$ cat config.mk
export PLATFORM = sky130hd
export DESIGN_NAME = ubf_uart
export DESIGN_NICKNAME = d
export VERILOG_FILES = /design/src/shared/ubf_pkg.sv /design/src/ubf_uart.sv
export SDC_FILE = /design/constraint.sdc
export NUM_CORES = 1
export LEC_CHECK = 0
export BUFFER_PORTS_ARGS = -buffer_cell sky130_fd_sc_hd__buf_2
export CAP_MARGIN = 10
export CORE_UTILIZATION = 55
export DETAILED_ROUTE_END_ITERATION = 6
export PLACE_DENSITY = 0.76
export SYNTH_ARGS = -nofsm -noshare
export SYNTH_HDL_FRONTEND = slang
export SYNTH_SLANG_ARGS = --single-unit
$ cat constraint.sdc
create_clock -name clk_i -period 4.5 [get_ports clk_i]
set_input_delay 0.225 -clock clk_i [delete_from_list [all_inputs] [get_ports clk_i]]
set_output_delay 0.225 -clock clk_i [all_outputs]
set_load 0.005 [all_outputs]
$ cat src/shared/ubf_pkg.sv
// Constants, register map and field layouts of the serial transceiver core.
// Assumes a 50 MHz system clock and an Avalon-MM slave with byte addresses.
package ubf_pkg;
   // Register byte offsets
   localparam logic [4:0] ADDR_CTRL_ONE = 5'h00;
   localparam logic [4:0] ADDR_CTRL_TWO = 5'h04;
   localparam logic [4:0] ADDR_BAUD = 5'h08;
   localparam logic [4:0] ADDR_DATA = 5'h0c;
   localparam logic [4:0] ADDR_STATUS = 5'h10;
   localparam logic [4:0] ADDR_MODE = 5'h14;
   // Reset values
   localparam logic [7:0] CTRL_ONE_RST = 8'h00;
   localparam logic [7:0] CTRL_TWO_RST = 8'h00;
   localparam logic [7:0] BAUD_RST = 8'h00;
   // Prescaler top counts: low speed divides by 4, high speed by 1 ahead of the x16 oversampler
   localparam logic [1:0] PRE_TOP_LOW = 2'h3;
   localparam logic [1:0] PRE_TOP_HIGH = 2'h0;
   localparam logic [3:0] OS_LAST = 4'hf;
   localparam logic [3:0] VOTE_FIRST = 4'h7;
   localparam logic [3:0] VOTE_LAST = 4'h9;
   localparam logic [15:0] OS_PER_BIT = 16'h0010;
   localparam logic [15:0] PRE_LOW = 16'h0004;
   // Data bit counts
   localparam logic [3:0] BITS_EIGHT = 4'h8;
   localparam logic [3:0] BITS_NINE = 4'h9;
   // Status bit positions
   localparam int ST_TX_EMPTY = 0;
   localparam int ST_TX_IDLE = 1;
   localparam int ST_RX_AVAIL = 2;
   localparam int ST_RX_IDLE = 3;
   localparam int ST_OVERRUN = 4;
   localparam int ST_FRAMING = 5;
   localparam int ST_NOISE = 6;
   localparam int ST_PARITY = 7;

   typedef struct packed {
      logic serial_global_enable;
      logic nine_bit_select;
      logic parity_enable;
      logic parity_type;
      logic two_stop_select;
      logic send_break;
      logic rx_ninth_bit;
      logic tx_ninth_bit;
   } ubf_ctrl_one_t;

   typedef struct packed {
      logic transmitter_enable;
      logic receiver_enable;
      logic high_speed_select;
      logic address_detect;
      logic [3:0] spare;
   } ubf_ctrl_two_t;

   typedef enum logic [2:0] {TX_IDLE, TX_READY, TX_START, TX_DATA, TX_STOP} ubf_tx_state_t;
   typedef enum logic [1:0] {RX_IDLE, RX_START, RX_DATA, RX_STOP} ubf_rx_state_t;
endpackage

$ cat src/ubf_uart.sv
// Serial transceiver core: baud generator, frame formatter, transmitter and receiver.
// Assumes rx_i synchronous to clk_i and an Avalon-MM master that holds requests.
`timescale 1ns/1ps

// Behaviour
// - Free-running 8-bit divider, N from 0 to 255
// - Rate fH/(64(N+1)) slow, fH/(16(N+1)) fast
// - Frame: start, 8/9 data, stop bits
// - Reset format is 8 data, no parity, one stop
// - Independent directions, shared format, LSB first
// - Even, odd or no parity selectable
// - Two stop bits only for transmit
// - Data MSB marks address when detection enabled
// - Each pin used only when mode, global and its own direction enable set
// - Idle TX line stays high
// - Global disable releases TX and RX pins
// - Disable empties the data buffer
// - Disable clears enables/errors, sets idle flags
// - Disable keeps other configuration bits
// - Global disable aborts transfers at once
// - Ninth transmit bit taken from control field
// - Shifter reloads only after stop bit
// - Transmit needs enable, data and bit tick
// - Empty shifter takes written byte at once
// - Clearing transmit enable aborts the frame and returns the sequencer to idle
// - Shift registers not visible to software
// - Disabled direction leaves its pin undriven
// - Receiver x16 oversampling, three-sample majority
module ubf_uart
   import ubf_pkg::*;
(
   // Clock and reset
   input wire logic clk_i,
   input wire logic rst_i,
   // Avalon-MM slave
   input wire logic [4:0] address_i,
   input wire logic read_i,
   input wire logic write_i,
   input wire logic [31:0] writedata_i,
   output logic [31:0] readdata_o,
   output logic waitrequest_o,
   // Serial pins
   input wire logic rx_i,
   output logic tx_o,
   output logic tx_oe_o,
   output logic rx_sel_o
);

   // Frame with parity slotted into the last data position when enabled
   function automatic logic [8:0] ubf_frame(input logic [8:0] d, input logic nine,
                                            input logic pen, input logic odd);
      logic [8:0] r;
      logic p;
      r = nine ? d : {1'b0, d[7:0]};
      p = (nine ? ^d[7:0] : ^d[6:0]) ^ odd;
      if (pen && nine) begin
         r[8] = p;
      end else if (pen) begin
         r[7] = p;
      end
      return r;
   endfunction

   function automatic logic ubf_major(input logic [2:0] s);
      return (s[0] & s[1]) | (s[0] & s[2]) | (s[1] & s[2]);
   endfunction

   // Control, bus and baud generator state
   ubf_ctrl_one_t c1_reg;
   ubf_ctrl_two_t c2_reg;
   logic [31:0] rdata_reg;
   logic [7:0] baud_reg, div_reg;
   logic [3:0] os_reg;
   logic [1:0] pre_reg;
   logic mode_reg, wait_reg, os_tick_reg, bit_tick_reg;
   // Transmit and receive state
   ubf_tx_state_t tx_st;
   ubf_rx_state_t rx_st;
   logic [8:0] tx_shift_reg, hold_reg, rx_shift_reg, rx_data_reg;
   logic [3:0] tx_cnt_reg, ph_reg, rx_cnt_reg;
   logic [2:0] samp_reg;
   logic hold_full_reg, txd_reg, tx_idle_reg, tx_pin_reg, tx_oe_reg, rx_sel_reg;
   logic rx_noise_reg, avail_reg, rx_idle_reg, ovr_reg, ferr_reg, perr_reg, nf_reg;
   // Decoded strobes
   logic acc, wr, tx_act, rx_act, data_wr, data_rd, rbit;
   logic [3:0] nbits;
   logic [7:0] status;
   logic [8:0] rx_aligned;

   assign acc = (read_i | write_i) & ~wait_reg;
   assign wr = write_i & acc;
   assign tx_act = mode_reg & c1_reg.serial_global_enable & c2_reg.transmitter_enable;
   assign rx_act = mode_reg & c1_reg.serial_global_enable & c2_reg.receiver_enable;
   assign data_wr = wr && address_i == ADDR_DATA && !hold_full_reg && c1_reg.serial_global_enable;
   assign data_rd = read_i && acc && address_i == ADDR_DATA;
   assign nbits = c1_reg.nine_bit_select ? BITS_NINE : BITS_EIGHT;
   assign rbit = ubf_major(samp_reg);
   assign rx_aligned = c1_reg.nine_bit_select ? rx_shift_reg : {1'b0, rx_shift_reg[8:1]};
   assign status = {perr_reg, nf_reg, ferr_reg, ovr_reg, rx_idle_reg, avail_reg, tx_idle_reg, ~hold_full_reg};

   // Bus answer: one wait cycle, then the access completes
   always_ff @(posedge clk_i or posedge rst_i) begin
      if (rst_i) begin
         wait_reg <= 1'b1;
         rdata_reg <= 32'h0000_0000;
      end else begin
         wait_reg <= !((read_i || write_i) && wait_reg);
         if (read_i && wait_reg) begin
            case (address_i)
               ADDR_CTRL_ONE: rdata_reg <= {24'h00_0000, c1_reg[7:2], rx_data_reg[8], 1'b0};
               ADDR_CTRL_TWO: rdata_reg <= {24'h00_0000, c2_reg};
               ADDR_BAUD: rdata_reg <= {24'h00_0000, baud_reg};
               ADDR_DATA: rdata_reg <= {24'h00_0000, rx_data_reg[7:0]};
               ADDR_STATUS: rdata_reg <= {24'h00_0000, status};
               ADDR_MODE: rdata_reg <= {31'h0000_0000, mode_reg};
               default: rdata_reg <= 32'h0000_0000;
            endcase
         end
      end
   end

   // Control registers; clearing the global enable drops the direction enables and break
   always_ff @(posedge clk_i or posedge rst_i) begin
      if (rst_i) begin
         c1_reg <= CTRL_ONE_RST;
         c2_reg <= CTRL_TWO_RST;
         baud_reg <= BAUD_RST;
         mode_reg <= 1'b0;
      end else if (wr) begin
         case (address_i)
            ADDR_CTRL_ONE: begin
               c1_reg <= writedata_i[7:0];
               c1_reg.rx_ninth_bit <= 1'b0;
               if (!writedata_i[7]) begin
                  c1_reg.send_break <= 1'b0;
                  c2_reg.transmitter_enable <= 1'b0;
                  c2_reg.receiver_enable <= 1'b0;
               end
            end
            ADDR_CTRL_TWO: c2_reg <= writedata_i[7:0];
            ADDR_BAUD: baud_reg <= writedata_i[7:0];
            ADDR_MODE: mode_reg <= writedata_i[0];
            default: ;
         endcase
      end
   end

   // Baud generator: prescaler, N+1 divider, x16 oversample and bit tick
   always_ff @(posedge clk_i or posedge rst_i) begin
      if (rst_i) begin
         pre_reg <= 2'h0;
         div_reg <= 8'h00;
         os_reg <= 4'h0;
         {os_tick_reg, bit_tick_reg} <= 2'h0;
      end else begin
         os_tick_reg <= 1'b0;
         bit_tick_reg <= os_tick_reg && os_reg == OS_LAST;
         if (os_tick_reg) begin
            os_reg <= os_reg + 4'h1;
         end
         if (pre_reg == (c2_reg.high_speed_select ? PRE_TOP_HIGH : PRE_TOP_LOW)) begin
            pre_reg <= 2'h0;
            if (div_reg >= baud_reg) begin
               div_reg <= 8'h00;
               os_tick_reg <= 1'b1;
            end else begin
               div_reg <= div_reg + 8'h01;
            end
         end else begin
            pre_reg <= pre_reg + 2'h1;
         end
      end
   end

   // Transmitter: holding register, shifter and frame sequencer
   always_ff @(posedge clk_i or posedge rst_i) begin
      if (rst_i) begin
         tx_st <= TX_IDLE;
         {tx_shift_reg, hold_reg} <= 18'h0_0000;
         hold_full_reg <= 1'b0;
         tx_cnt_reg <= 4'h0;
         txd_reg <= 1'b1;
         tx_idle_reg <= 1'b1;
      end else if (!c1_reg.serial_global_enable) begin
         tx_st <= TX_IDLE;
         hold_full_reg <= 1'b0;
         txd_reg <= 1'b1;
         tx_idle_reg <= 1'b1;
      end else begin
         if (data_wr) begin
            hold_reg <= writedata_i[8:0];
            hold_full_reg <= 1'b1;
            tx_idle_reg <= 1'b0;
         end
         if (!tx_act) begin
            tx_st <= TX_IDLE;
            txd_reg <= 1'b1;
         end else begin
            case (tx_st)
               TX_IDLE: begin
                  if (hold_full_reg) begin
                     tx_shift_reg <= ubf_frame({c1_reg.tx_ninth_bit, hold_reg[7:0]}, c1_reg.nine_bit_select,
                                               c1_reg.parity_enable, c1_reg.parity_type);
                     hold_full_reg <= 1'b0;
                     tx_st <= TX_READY;
                  end
               end
               TX_READY: begin
                  if (bit_tick_reg) begin
                     txd_reg <= 1'b0;
                     tx_st <= TX_START;
                  end
               end
               TX_START: begin
                  if (bit_tick_reg) begin
                     txd_reg <= tx_shift_reg[0];
                     tx_shift_reg <= {1'b0, tx_shift_reg[8:1]};
                     tx_cnt_reg <= 4'h1;
                     tx_st <= TX_DATA;
                  end
               end
               TX_DATA: begin
                  if (bit_tick_reg && tx_cnt_reg == nbits) begin
                     txd_reg <= 1'b1;
                     tx_cnt_reg <= 4'h0;
                     tx_st <= TX_STOP;
                  end else if (bit_tick_reg) begin
                     txd_reg <= tx_shift_reg[0];
                     tx_shift_reg <= {1'b0, tx_shift_reg[8:1]};
                     tx_cnt_reg <= tx_cnt_reg + 4'h1;
                  end
               end
               TX_STOP: begin
                  if (bit_tick_reg && c1_reg.two_stop_select && tx_cnt_reg == 4'h0) begin
                     tx_cnt_reg <= 4'h1;
                  end else if (bit_tick_reg && hold_full_reg) begin
                     tx_shift_reg <= ubf_frame({c1_reg.tx_ninth_bit, hold_reg[7:0]}, c1_reg.nine_bit_select,
                                               c1_reg.parity_enable, c1_reg.parity_type);
                     hold_full_reg <= 1'b0;
                     txd_reg <= 1'b0;
                     tx_st <= TX_START;
                  end else if (bit_tick_reg) begin
                     tx_idle_reg <= 1'b1; // Set wins over a same-cycle data write
                     tx_st <= TX_IDLE;
                  end
               end
               default: tx_st <= TX_IDLE;
            endcase
         end
      end
   end

   // Pin drivers: break forces low, idle line high, undriven when disabled
   always_ff @(posedge clk_i or posedge rst_i) begin
      if (rst_i) begin
         tx_pin_reg <= 1'b1;
         tx_oe_reg <= 1'b0;
         rx_sel_reg <= 1'b0;
      end else begin
         tx_pin_reg <= txd_reg & ~c1_reg.send_break;
         tx_oe_reg <= tx_act;
         rx_sel_reg <= rx_act;
      end
   end

   // Receiver: start detect, majority vote, shift, store and flags
   always_ff @(posedge clk_i or posedge rst_i) begin
      if (rst_i) begin
         rx_st <= RX_IDLE;
         {ph_reg, rx_cnt_reg} <= 8'h00;
         samp_reg <= 3'h7;
         {rx_shift_reg, rx_data_reg} <= 18'h0_0000;
         rx_noise_reg <= 1'b0;
         rx_idle_reg <= 1'b1;
         {avail_reg, ovr_reg, ferr_reg, perr_reg, nf_reg} <= 5'h00;
      end else if (!c1_reg.serial_global_enable) begin
         rx_st <= RX_IDLE;
         rx_idle_reg <= 1'b1;
         {avail_reg, ovr_reg, ferr_reg, perr_reg, nf_reg} <= 5'h00;
      end else begin
         // Data read clears the flags; a same-cycle store below wins
         if (data_rd) begin
            {avail_reg, ovr_reg, ferr_reg, perr_reg, nf_reg} <= 5'h00;
         end
         if (!rx_act) begin
            rx_st <= RX_IDLE;
            rx_idle_reg <= 1'b1;
         end else if (os_tick_reg) begin
            ph_reg <= ph_reg + 4'h1;
            if (ph_reg >= VOTE_FIRST && ph_reg <= VOTE_LAST) begin
               samp_reg <= {samp_reg[1:0], rx_i};
            end
            case (rx_st)
               RX_IDLE: begin
                  ph_reg <= 4'h0;
                  if (!rx_i) begin
                     rx_st <= RX_START;
                     rx_idle_reg <= 1'b0;
                     rx_noise_reg <= 1'b0;
                  end
               end
               RX_START: begin
                  if (ph_reg == OS_LAST && rbit) begin
                     rx_st <= RX_IDLE;
                     rx_idle_reg <= 1'b1;
                  end else if (ph_reg == OS_LAST) begin
                     rx_cnt_reg <= 4'h0;
                     rx_st <= RX_DATA;
                  end
               end
               RX_DATA: begin
                  if (ph_reg == OS_LAST) begin
                     rx_shift_reg <= {rbit, rx_shift_reg[8:1]};
                     rx_noise_reg <= rx_noise_reg | ~(&samp_reg | ~|samp_reg);
                     rx_cnt_reg <= rx_cnt_reg + 4'h1;
                     if (rx_cnt_reg == nbits - 4'h1) begin
                        rx_st <= RX_STOP;
                     end
                  end
               end
               RX_STOP: begin
                  if (ph_reg == OS_LAST) begin
                     rx_st <= RX_IDLE;
                     rx_idle_reg <= 1'b1;
                     if (c2_reg.address_detect && !rx_aligned[nbits - 4'h1]) begin
                        rx_noise_reg <= 1'b0;
                     end else if (avail_reg && !data_rd) begin
                        ovr_reg <= 1'b1;
                     end else begin
                        rx_data_reg <= rx_aligned;
                        avail_reg <= 1'b1;
                        ferr_reg <= ~rbit;
                        nf_reg <= rx_noise_reg;
                        perr_reg <= c1_reg.parity_enable && ubf_frame(rx_aligned, c1_reg.nine_bit_select,
                                    1'b1, c1_reg.parity_type) != rx_aligned;
                     end
                  end
               end
               default: rx_st <= RX_IDLE;
            endcase
         end
      end
   end

   assign readdata_o = rdata_reg;
   assign waitrequest_o = wait_reg;
   assign tx_o = tx_pin_reg;
   assign tx_oe_o = tx_oe_reg;
   assign rx_sel_o = rx_sel_reg;

   // Helper: bit tick spacing, trusted only from the third tick after a rate change (first period may be partial)
   logic [15:0] gap_reg, expect_gap;
   logic clean_reg, armed_reg;
   assign expect_gap = ({8'h00, baud_reg} + 16'h0001) * OS_PER_BIT * (c2_reg.high_speed_select ? 16'h0001 : PRE_LOW);
   always_ff @(posedge clk_i or posedge rst_i) begin
      if (rst_i) begin
         gap_reg <= 16'h0000;
         {clean_reg, armed_reg} <= 2'h0;
      end else begin
         gap_reg <= bit_tick_reg ? 16'h0000 : gap_reg + 16'h0001;
         if (wr && (address_i == ADDR_BAUD || address_i == ADDR_CTRL_TWO)) begin
            clean_reg <= 1'b0;
            armed_reg <= 1'b0;
         end else if (bit_tick_reg) begin
            clean_reg <= armed_reg;
            armed_reg <= 1'b1;
         end
      end
   end
endmodule

[Word-level counts from Yosys, hierarchy flattened]
Index checks and enable logic that the tools add are counted.
Widths: inputs -> output; s select.
Cells by class
  reduce and logical (&&, ||, !) cells: 57
  eq/ne operators: 48
  add/subtract/negate cells: 7
  bitwise gates (word level): 23
  magnitude comparators: 4
  muxes and demuxes: 145
Operator list (count)
  $mux 1: 95
  $mux 9: 8
  $pmux 8 s6: 1
  $ne 4x4->1 const B: 11
  $pmux 9 s4: 1
  $mux 4: 8
  $mux 3: 9
  $ne 2x2->1 const B: 13
  $mux 2: 12
  $reduce_and 7->1: 3
  $logic_and 1x1->1: 18
  $reduce_and 6->1: 3
  $add 4x1->4 const B: 4
  $reduce_xor 8->1: 2
  $pmux 3 s5: 1
  $reduce_xor 7->1: 2
  $pmux 4 s3: 1
  $eq 5x4->1 const B: 2
  $eq 5x5->1 const B: 2
  $ne 5x5->1 const B: 2
  $reduce_and 2->1: 5
  $reduce_and 5->1: 2
  $and 1x1->1: 9
  $ne 9x9->1: 1
  43 further kinds: 69
Storage, ports and cells
  output and inout bits: 36
  input bits: 42
  word-level logic and storage cells: 328
  register bits after elaboration: 141

[Depth between registers and ports, before layout]
Gate-level depths: netlist (run 1).
  depth in word-level cells: 22
  gate-level depth with buffers: 10

[Worst setup path after synthesis (run 1)]
Ideal clock, no wire load.
  path kind: reg-to-reg
  start: register div_reg[0]
  end: register div_reg[2]
  path slack: 2610 ps
  arrival: 1804 ps
  stages on the path, launching flop included: 11
  data required time: 4414 ps
  period minus slack after synthesis: 1890 ps
  library setup time: 86 ps
  path buffers: 1
  cells stage by stage: dfrtp_1 inv_1 ha_1 nand2b_1 a21o_1 a21o_1 a21oi_1 o21ai_1 and3_1 clkbuf_1 nor3_1
On the way
  longest elaborated chain between the ends: 2
Ends and longest elaborated chain
  from (decl): line ubf_uart.sv:72  | logic [7:0] baud_reg, div_reg;
  from (signal assigned): line ubf_uart.sv:167  | div_reg <= div_reg + 8'h01;
  $add 8x1->8 / $ge 8x8->1 (equally long branches): line ubf_uart.sv:167, ubf_uart.sv:163
  $mux 8 (*): line ubf_uart.sv:163  | if (div_reg >= baud_reg) begin
Mark *: on every way between the ends. The rest lies on a longest branch, timed or not.
A chain may end at the register's enable or synchronous reset.

[Final worst setup path (run 1)]
  start: register tx_st[1]
  end: register tx_shift_reg[7]
On the way
  longest elaborated chain between the ends: 3
Ends and longest elaborated chain
  from (decl): line ubf_uart.sv:77  | ubf_tx_state_t tx_st;
  from (signal assigned): line ubf_uart.sv:178  | tx_st <= TX_IDLE;
  from (signal assigned): line ubf_uart.sv:185  | tx_st <= TX_IDLE;
  from (signal assigned): line ubf_uart.sv:196  | tx_st <= TX_IDLE;
  $eq 3x3->1 (tied with other cells): line ubf_uart.sv:199  | case (tx_st)
  $reduce_bool 4->1 (no source line) / $ne 2x2->1 (equally long branches)
  $reduce_and 7->1 (no source line)
  to (signal assigned): line ubf_uart.sv:202  | tx_shift_reg <= ubf_frame({c1_reg.tx_ninth_bit, hold_reg[7:0]}, c1_reg.nine_bit_select,
  to (signal assigned): line ubf_uart.sv:217  | tx_shift_reg <= {1'b0, tx_shift_reg[8:1]};
  to (signal assigned): line ubf_uart.sv:229  | tx_shift_reg <= {1'b0, tx_shift_reg[8:1]};
  to (decl): line ubf_uart.sv:79  | logic [8:0] tx_shift_reg, hold_reg, rx_shift_reg, rx_data_reg;
Parallel ways exist; a longest one is shown, timed or not.

==> results.md, run 1 <==
* Tmin final at 2.76 ns
* Pre-CTS WS at 1.84 ns
* Largest net degree at the start of global routing at 82
* Violated checks: design-rule violations
* Crit path max fanout at 18
* Row count at 38
* Register area at 0.00294 mm^2
* M3 GR Usage at 6.60%
* Post-Syn Instances at 627
* Final Max Tran Viols at 0
* Hold buffers post-CTS at 12
* # Max-Cap Violations at 0
* Post-Route WL at 12.8 mm
* Worst-path clk slew at 0.05 ns
* Total GRT Usage at 24.5%
* Actual transition at the worst max-transition pin at 1.04 ns
* Fraction of registers with async set/reset at 100%
* Die Area at 0.0115 mm^2
* I/O Pins at 78
* Warnings from Yosys at 0
* M2 GR Usage at 37.9%
* CP startpoint kind: flip-flop
* Area leader, netlist: dfrtp_1
* GR met1 Demand/Resource at 32.1%
* Slew headroom at 30.6%
* RSZ-0062 raised after global routing: no
* Drt first pass iters at 7
* Total placed cells including tap cells at 774
* GR peak layer: met2
* Top-area cell type share of the netlist area at 44.6%
* Crit-path cells: inv_1, nor2_1, nand2_1, o21ai_0, nand4_1, nand2_1, o21ai_0
* Grt ovf at 0
* Reg2reg start: tx_st[1]$_DFFE_PP0P_
* Worst setup endpoint: tx_shift_reg[7]$_DFFE_PP0P_
* Vias at 4631
* Status: finished with violations
* Slowest stage delay, CP at 0.82 ns
* Initial antenna violation count at 0
* Initial core utilization at 56.4%
* Fmax at 362 MHz
* Fin crit share at 61.3%
* Worst Skew at 0.00761 ns
* PortBufs at 29
* Non-filler instance count after layout at 818
* Vias in the first global route at 4403
* H-tree levels at 4
* Setup slack after layout at 1.74 ns
* Hold_ws at 0.0984 ns
* Hold Crit Class: input port to flip-flop
* Setup violations, final at 0
* Layout cells sized above 1 at 14.9%
* Final Hold Vio Count at 0
* Most frequent cells in the layout: dfrtp_1, nand2_1, o21ai_0
* FF-to-FF setup slack at 1.74 ns
* GPL Wtd Cong at 0.904
* Core outline area at 0.0108 mm^2
* Critical Path Start: tx_st[1]$_DFFE_PP0P_
* Data arrival, critical path at 3.14 ns
* CTS tree: done
* DP HPWL at 9.03 mm
* Die X at 107 um
* Crit end category: flip-flop
* Clock Sinks at 117
* CP required at 4.88 ns
* Diodes inserted at 0
* Reg2Reg Depth at 7
* Top_reg_cell synth: dfrtp_1
* Via-to-Cell Ratio at 5.66
* # DRC at 2
* TritonCTS Buffers at 17
* Sequential fraction of the synthesis area at 48.1%
* Most common cell after layout, fill and taps aside: dfrtp_1
* Quantity of gates resized following cts at 0
* Longest Clk Path Bufs at 2
* Area grow syn2layout at 13.0%
* Critical setup path kind: flip-flop to flip-flop
* Setup_tns at 0 ns
* Post-CTS setup buffer count at 0
* Root Buffer: clkbuf_8
* Max stage delay cell, worst path: nor2_1
* Synth top area cells: dfrtp_1, nand2_1, mux2_2
* Die height at 107 um
* Fill count at 888
* Nets at 727
* Mean Syn Cell Area at 9.75 um^2
* Mapped cell area at 0.00611 mm^2
* Area of the multi-input gates at 0.00288 mm^2
* Routed WL per cell at 15.6 um
* EDFF count, synth at 0
* Register bit count reported by yosys at 117
* Leak at 0.00326 uW
* Distinct cells, synth at 56
* RR Endpoint: tx_shift_reg[7]$_DFFE_PP0P_
* Post-DRT Antenna Nets at 0
* Peak supply drop at 0.292 mV
* DR iter-0 viols at 392
* Pwr dens at 396 mW/mm^2
* Worst skew pair latency at 0.53 ns
* First-pass GRT wire length at 21.3 mm
## power breakdown
part	internal [uW]	switching, uW	total, uW	leakage [uW]
combinational	128	162	289	0.00148
sequential	1130	89.9	1220	0.00151
clock	786	445	1230	0.000270
total	2040	696	2740	0.00326
## per-stage QoR
stage	instance area, um^2	util (%)	power [uW]
floorplan	6200	-	1430
global placement	6240	57.6	1500
detailed placement	6240	57.6	1510
CTS	6910	63.7	2760
global route	6910	63.7	2860
finish	6910	63.7	2740
## final cells by class
cell class                 instances  share of cell area (%)
sequential                       117                    42.5
clock inverter                     5                   0.725
tap                              140                    2.54
inverter                          25                    1.40
timing repair buffer              42                    3.95
multi-input combinational        462                    41.7
clock buffer                      27                    7.12
## cell families after synthesis
family          after synthesis  synth area share, %
mux                          47                 8.29
simple gates                206                 15.7
xor+xnor                     25                 3.58
buf+inv                      71                 6.22
fa+ha+maj                    21                 4.26
flops                       117                 48.1
other cells                   1               0.0613
compound gates              139                 13.9
## cells in the mapped netlist, types with 8 or more instances
cell        n
a21o_1     11
a21oi_1    28
buf_4      25
clkbuf_1   13
dfrtp_1   109
dfstp_2     8
ha_1       20
inv_1      23
mux2_2     29
mux2i_1    18
nand2_1    96
nand3_1    20
nand4_1     8
nor2_1     30
nor2b_1     9
nor3_1     13
o21ai_0    48
o21ai_1    12
xnor2_1    16
xor2_1      9
## layer usage
metal / routed length [um] / up-vias
met5: 0 / -
met3: 707 / 27
met1: 5640 / 2226
met2: 6170 / 144
met4: 273 / 0
li1: - / 2234
## worst max-delay path, delay by kind of cell, from the launching register on
family | cells | cell delay [ns]
simple gates | 4 | 1.71
flops | 1 | 0.49
compound gates | 2 | 0.25
buf+inv | 1 | 0.15
## worst min-delay path by stage
stage | start | endpoint | slack (ns) | depth (start not counted)
6_report | address_i[4] | mode_reg$_DFFE_PP0P_ | 0.1 | 3
2_1_floorplan | write_i | waitrequest_o$_DFF_PP1_ | 0.29 | 1
5_1_grt | address_i[4] | mode_reg$_DFFE_PP0P_ | 0.08 | 3
4_1_cts | address_i[4] | mode_reg$_DFFE_PP0P_ | 0.08 | 3
3_3_place_gp | write_i | waitrequest_o$_DFF_PP1_ | 0.41 | 2
3_5_place_dp | write_i | waitrequest_o$_DFF_PP1_ | 0.41 | 2
Power figures use the tool's default switching activity.
==> run 2, diff against run 1 <==
==> constraint.sdc (replaced) <==
create_clock -name clk_i -period 2.55 [get_ports clk_i]
set_input_delay 0.1275 -clock clk_i [delete_from_list [all_inputs] [get_ports clk_i]]
set_output_delay 0.1275 -clock clk_i [all_outputs]
set_load 0.005 [all_outputs]
==> run 2 against run 1 <==
Net effect:
- the run now ends clean
- clock power up 89%
- first-iteration DRC count is 17% higher
- via count up 2.9%
- combinational power is 88% higher
- total power up 83%
- final area increased by 1.8%
- global-route usage up 0.96 points
- worst setup slack worse by 1.4 ns
- non-clock buffer count up 7
==> results.md, run 2 (synthesized netlist as in run 1, its figures left out) <==
* H-tree levels at 4
* Die height at 107 um
* Initial core utilization at 56.4%
* Post-DRT Antenna Nets at 0
* Tmin final at 2.19 ns
* Final Hold Vio Count at 0
* Die Area at 0.0115 mm^2
* Diodes inserted at 0
* Area grow syn2layout at 15.0%
* Crit-path cells: inv_1, nor2_1, buf_4, nand2_1, o21ai_0, nand4_1, nand2_1, o21ai_0
* Clock Sinks at 117
* Worst-path clk slew at 0.05 ns
* Root Buffer: clkbuf_8
* # Max-Cap Violations at 0
* Via-to-Cell Ratio at 5.77
* Vias in the first global route at 4552
* Reg2Reg Depth at 8
* Max stage delay cell, worst path: nand4_1
* Hold_sp: address_i[0]
* Crit path max fanout at 18
* DR iter-0 viols at 460
* CTS tree: done
* Fmax at 457 MHz
* TritonCTS Buffers at 17
* Nets at 734
* Hold Crit Class: input port to flip-flop
* CP required at 2.92 ns
* Critical setup path kind: flip-flop to flip-flop
* DP HPWL at 9.32 mm
* Pwr dens at 713 mW/mm^2
* Die X at 107 um
* Data arrival, critical path at 2.56 ns
* Routed WL per cell at 16.3 um
* Uppermost layer routed: met4
* Grt ovf at 0
* Crit end category: flip-flop
* Vias at 4763
* Row count at 38
* Initial antenna violation count at 0
* CP startpoint kind: flip-flop
* GPL Wtd Cong at 0.881
* Total GRT Usage at 25.5%
* Slowest stage delay, CP at 0.52 ns
* Met2 routed WL at 6.68 mm
* Peak supply drop at 0.568 mV
* Drt first pass iters at 7
* Worst Skew at 0.00638 ns
* Leak at 0.00332 uW
* Finished Cell Area at 0.00703 mm^2
* Slew headroom at 37.1%
* Met3 WL at 765 um
* Met1 Wirelength at 5.79 mm
* PortBufs at 29
* Most common cell after layout, fill and taps aside: dfrtp_1
* Largest net degree at the start of global routing at 42
* Hold EP: mode_reg$_DFFE_PP0P_
* Most frequent cells in the layout: dfrtp_1, nand2_1, o21ai_0
* Post-Route WL at 13.4 mm
* Actual transition at the worst max-transition pin at 0.942 ns
* Hold Path Cell Cnt at 4
* I/O Pins at 78
* Final Max Tran Viols at 0
* RR Endpoint: tx_shift_reg[6]$_DFFE_PP0P_
* Status: finished clean
* Post-CTS setup buffer count at 0
* Setup_tns at 0 ns
* Core outline area at 0.0108 mm^2
* FF-to-FF setup slack at 0.36 ns
* Post-DP Area at 0.00631 mm^2
* Reg2reg start: tx_st[1]$_DFFE_PP0P_
* # DRC at 0
* Setup violations, final at 0
* RSZ-0062 raised after global routing: no
* Longest Clk Path Bufs at 2
* First-pass GRT wire length at 22.2 mm
* Fin crit share at 85.8%
* Worst skew pair latency at 0.52 ns
* Layout cells sized above 1 at 15.9%
==> run 2: what timing repair did <==
action / CTS / global route
hold buffers: 13 / 0
endpoints found under the setup margin: 0 / 1
resized for setup: 0 / 1
endpoints found under the hold margin: 66 / 0
==> run 2: final cells by class <==
cell class                 count  area [um^2]
sequential                   117         2940
fill                         847         3810
inverter                      25         97.6
clock buffer                  28          515
timing repair buffer          49          353
tap                          140          175
multi-input combinational    462         2880
clock inverter                 4         70.1
==> run 2: per-stage QoR <==
step	cells	util, %	hold WS (ns)	worst slack (ns)	power, uW
global route	825	64.9	0.0848	0.121	5230
detailed placement	780	58.3	0.332	0.275	2690
floorplan	650	-	0.191	0.660	2530
finish	825	64.9	0.0831	0.361	5010
global placement	780	58.3	0.312	0.380	2650
CTS	825	64.9	0.0609	0.248	5050
==> run 2: worst max-delay path by stage <==
stage / end / from / cells after the start
final: tx_shift_reg[6]$_DFFE_PP0P_ / tx_st[1]$_DFFE_PP0P_ / 8
after detailed placement: tx_shift_reg[6]$_DFFE_PP0P_ / c1_reg[6]$_DFFE_PP0P_ / 6
after CTS: tx_shift_reg[6]$_DFFE_PP0P_ / c1_reg[6]$_DFFE_PP0P_ / 6
after global placement: tx_shift_reg[4]$_DFFE_PP0P_ / c1_reg[6]$_DFFE_PP0P_ / 6
after global routing: tx_shift_reg[7]$_DFFE_PP0P_ / tx_st[1]$_DFFE_PP0P_ / 8
after floorplan: div_reg[2]$_DFFE_PP0P_ / div_reg[0]$_DFFE_PP0P_ / 10
==> run 2: metal layers <==
metal  GRT usage [%]  vias to the layer above
met4            9.10                        0
met5               0                        -
li1                -                     2238
met1            33.7                     2319
met2            41.1                      189
met3            5.81                       17
==> run 2: where the power goes <==
group	switching, uW	total, uW	internal, uW
Combinational	304	544	240
Sequential	153	2140	1990
Clock	786	2330	1540
Total	1240	5010	3770
==> run 2: worst max-delay path: cells and delay by family, from the launching register on <==
kind | cells | cell delay [ns]
AOI/OAI and AO/OA | 2 | 0.20
buffers and inverters | 2 | 0.37
DFF | 1 | 0.47
and+or+nand+nor | 4 | 1.00
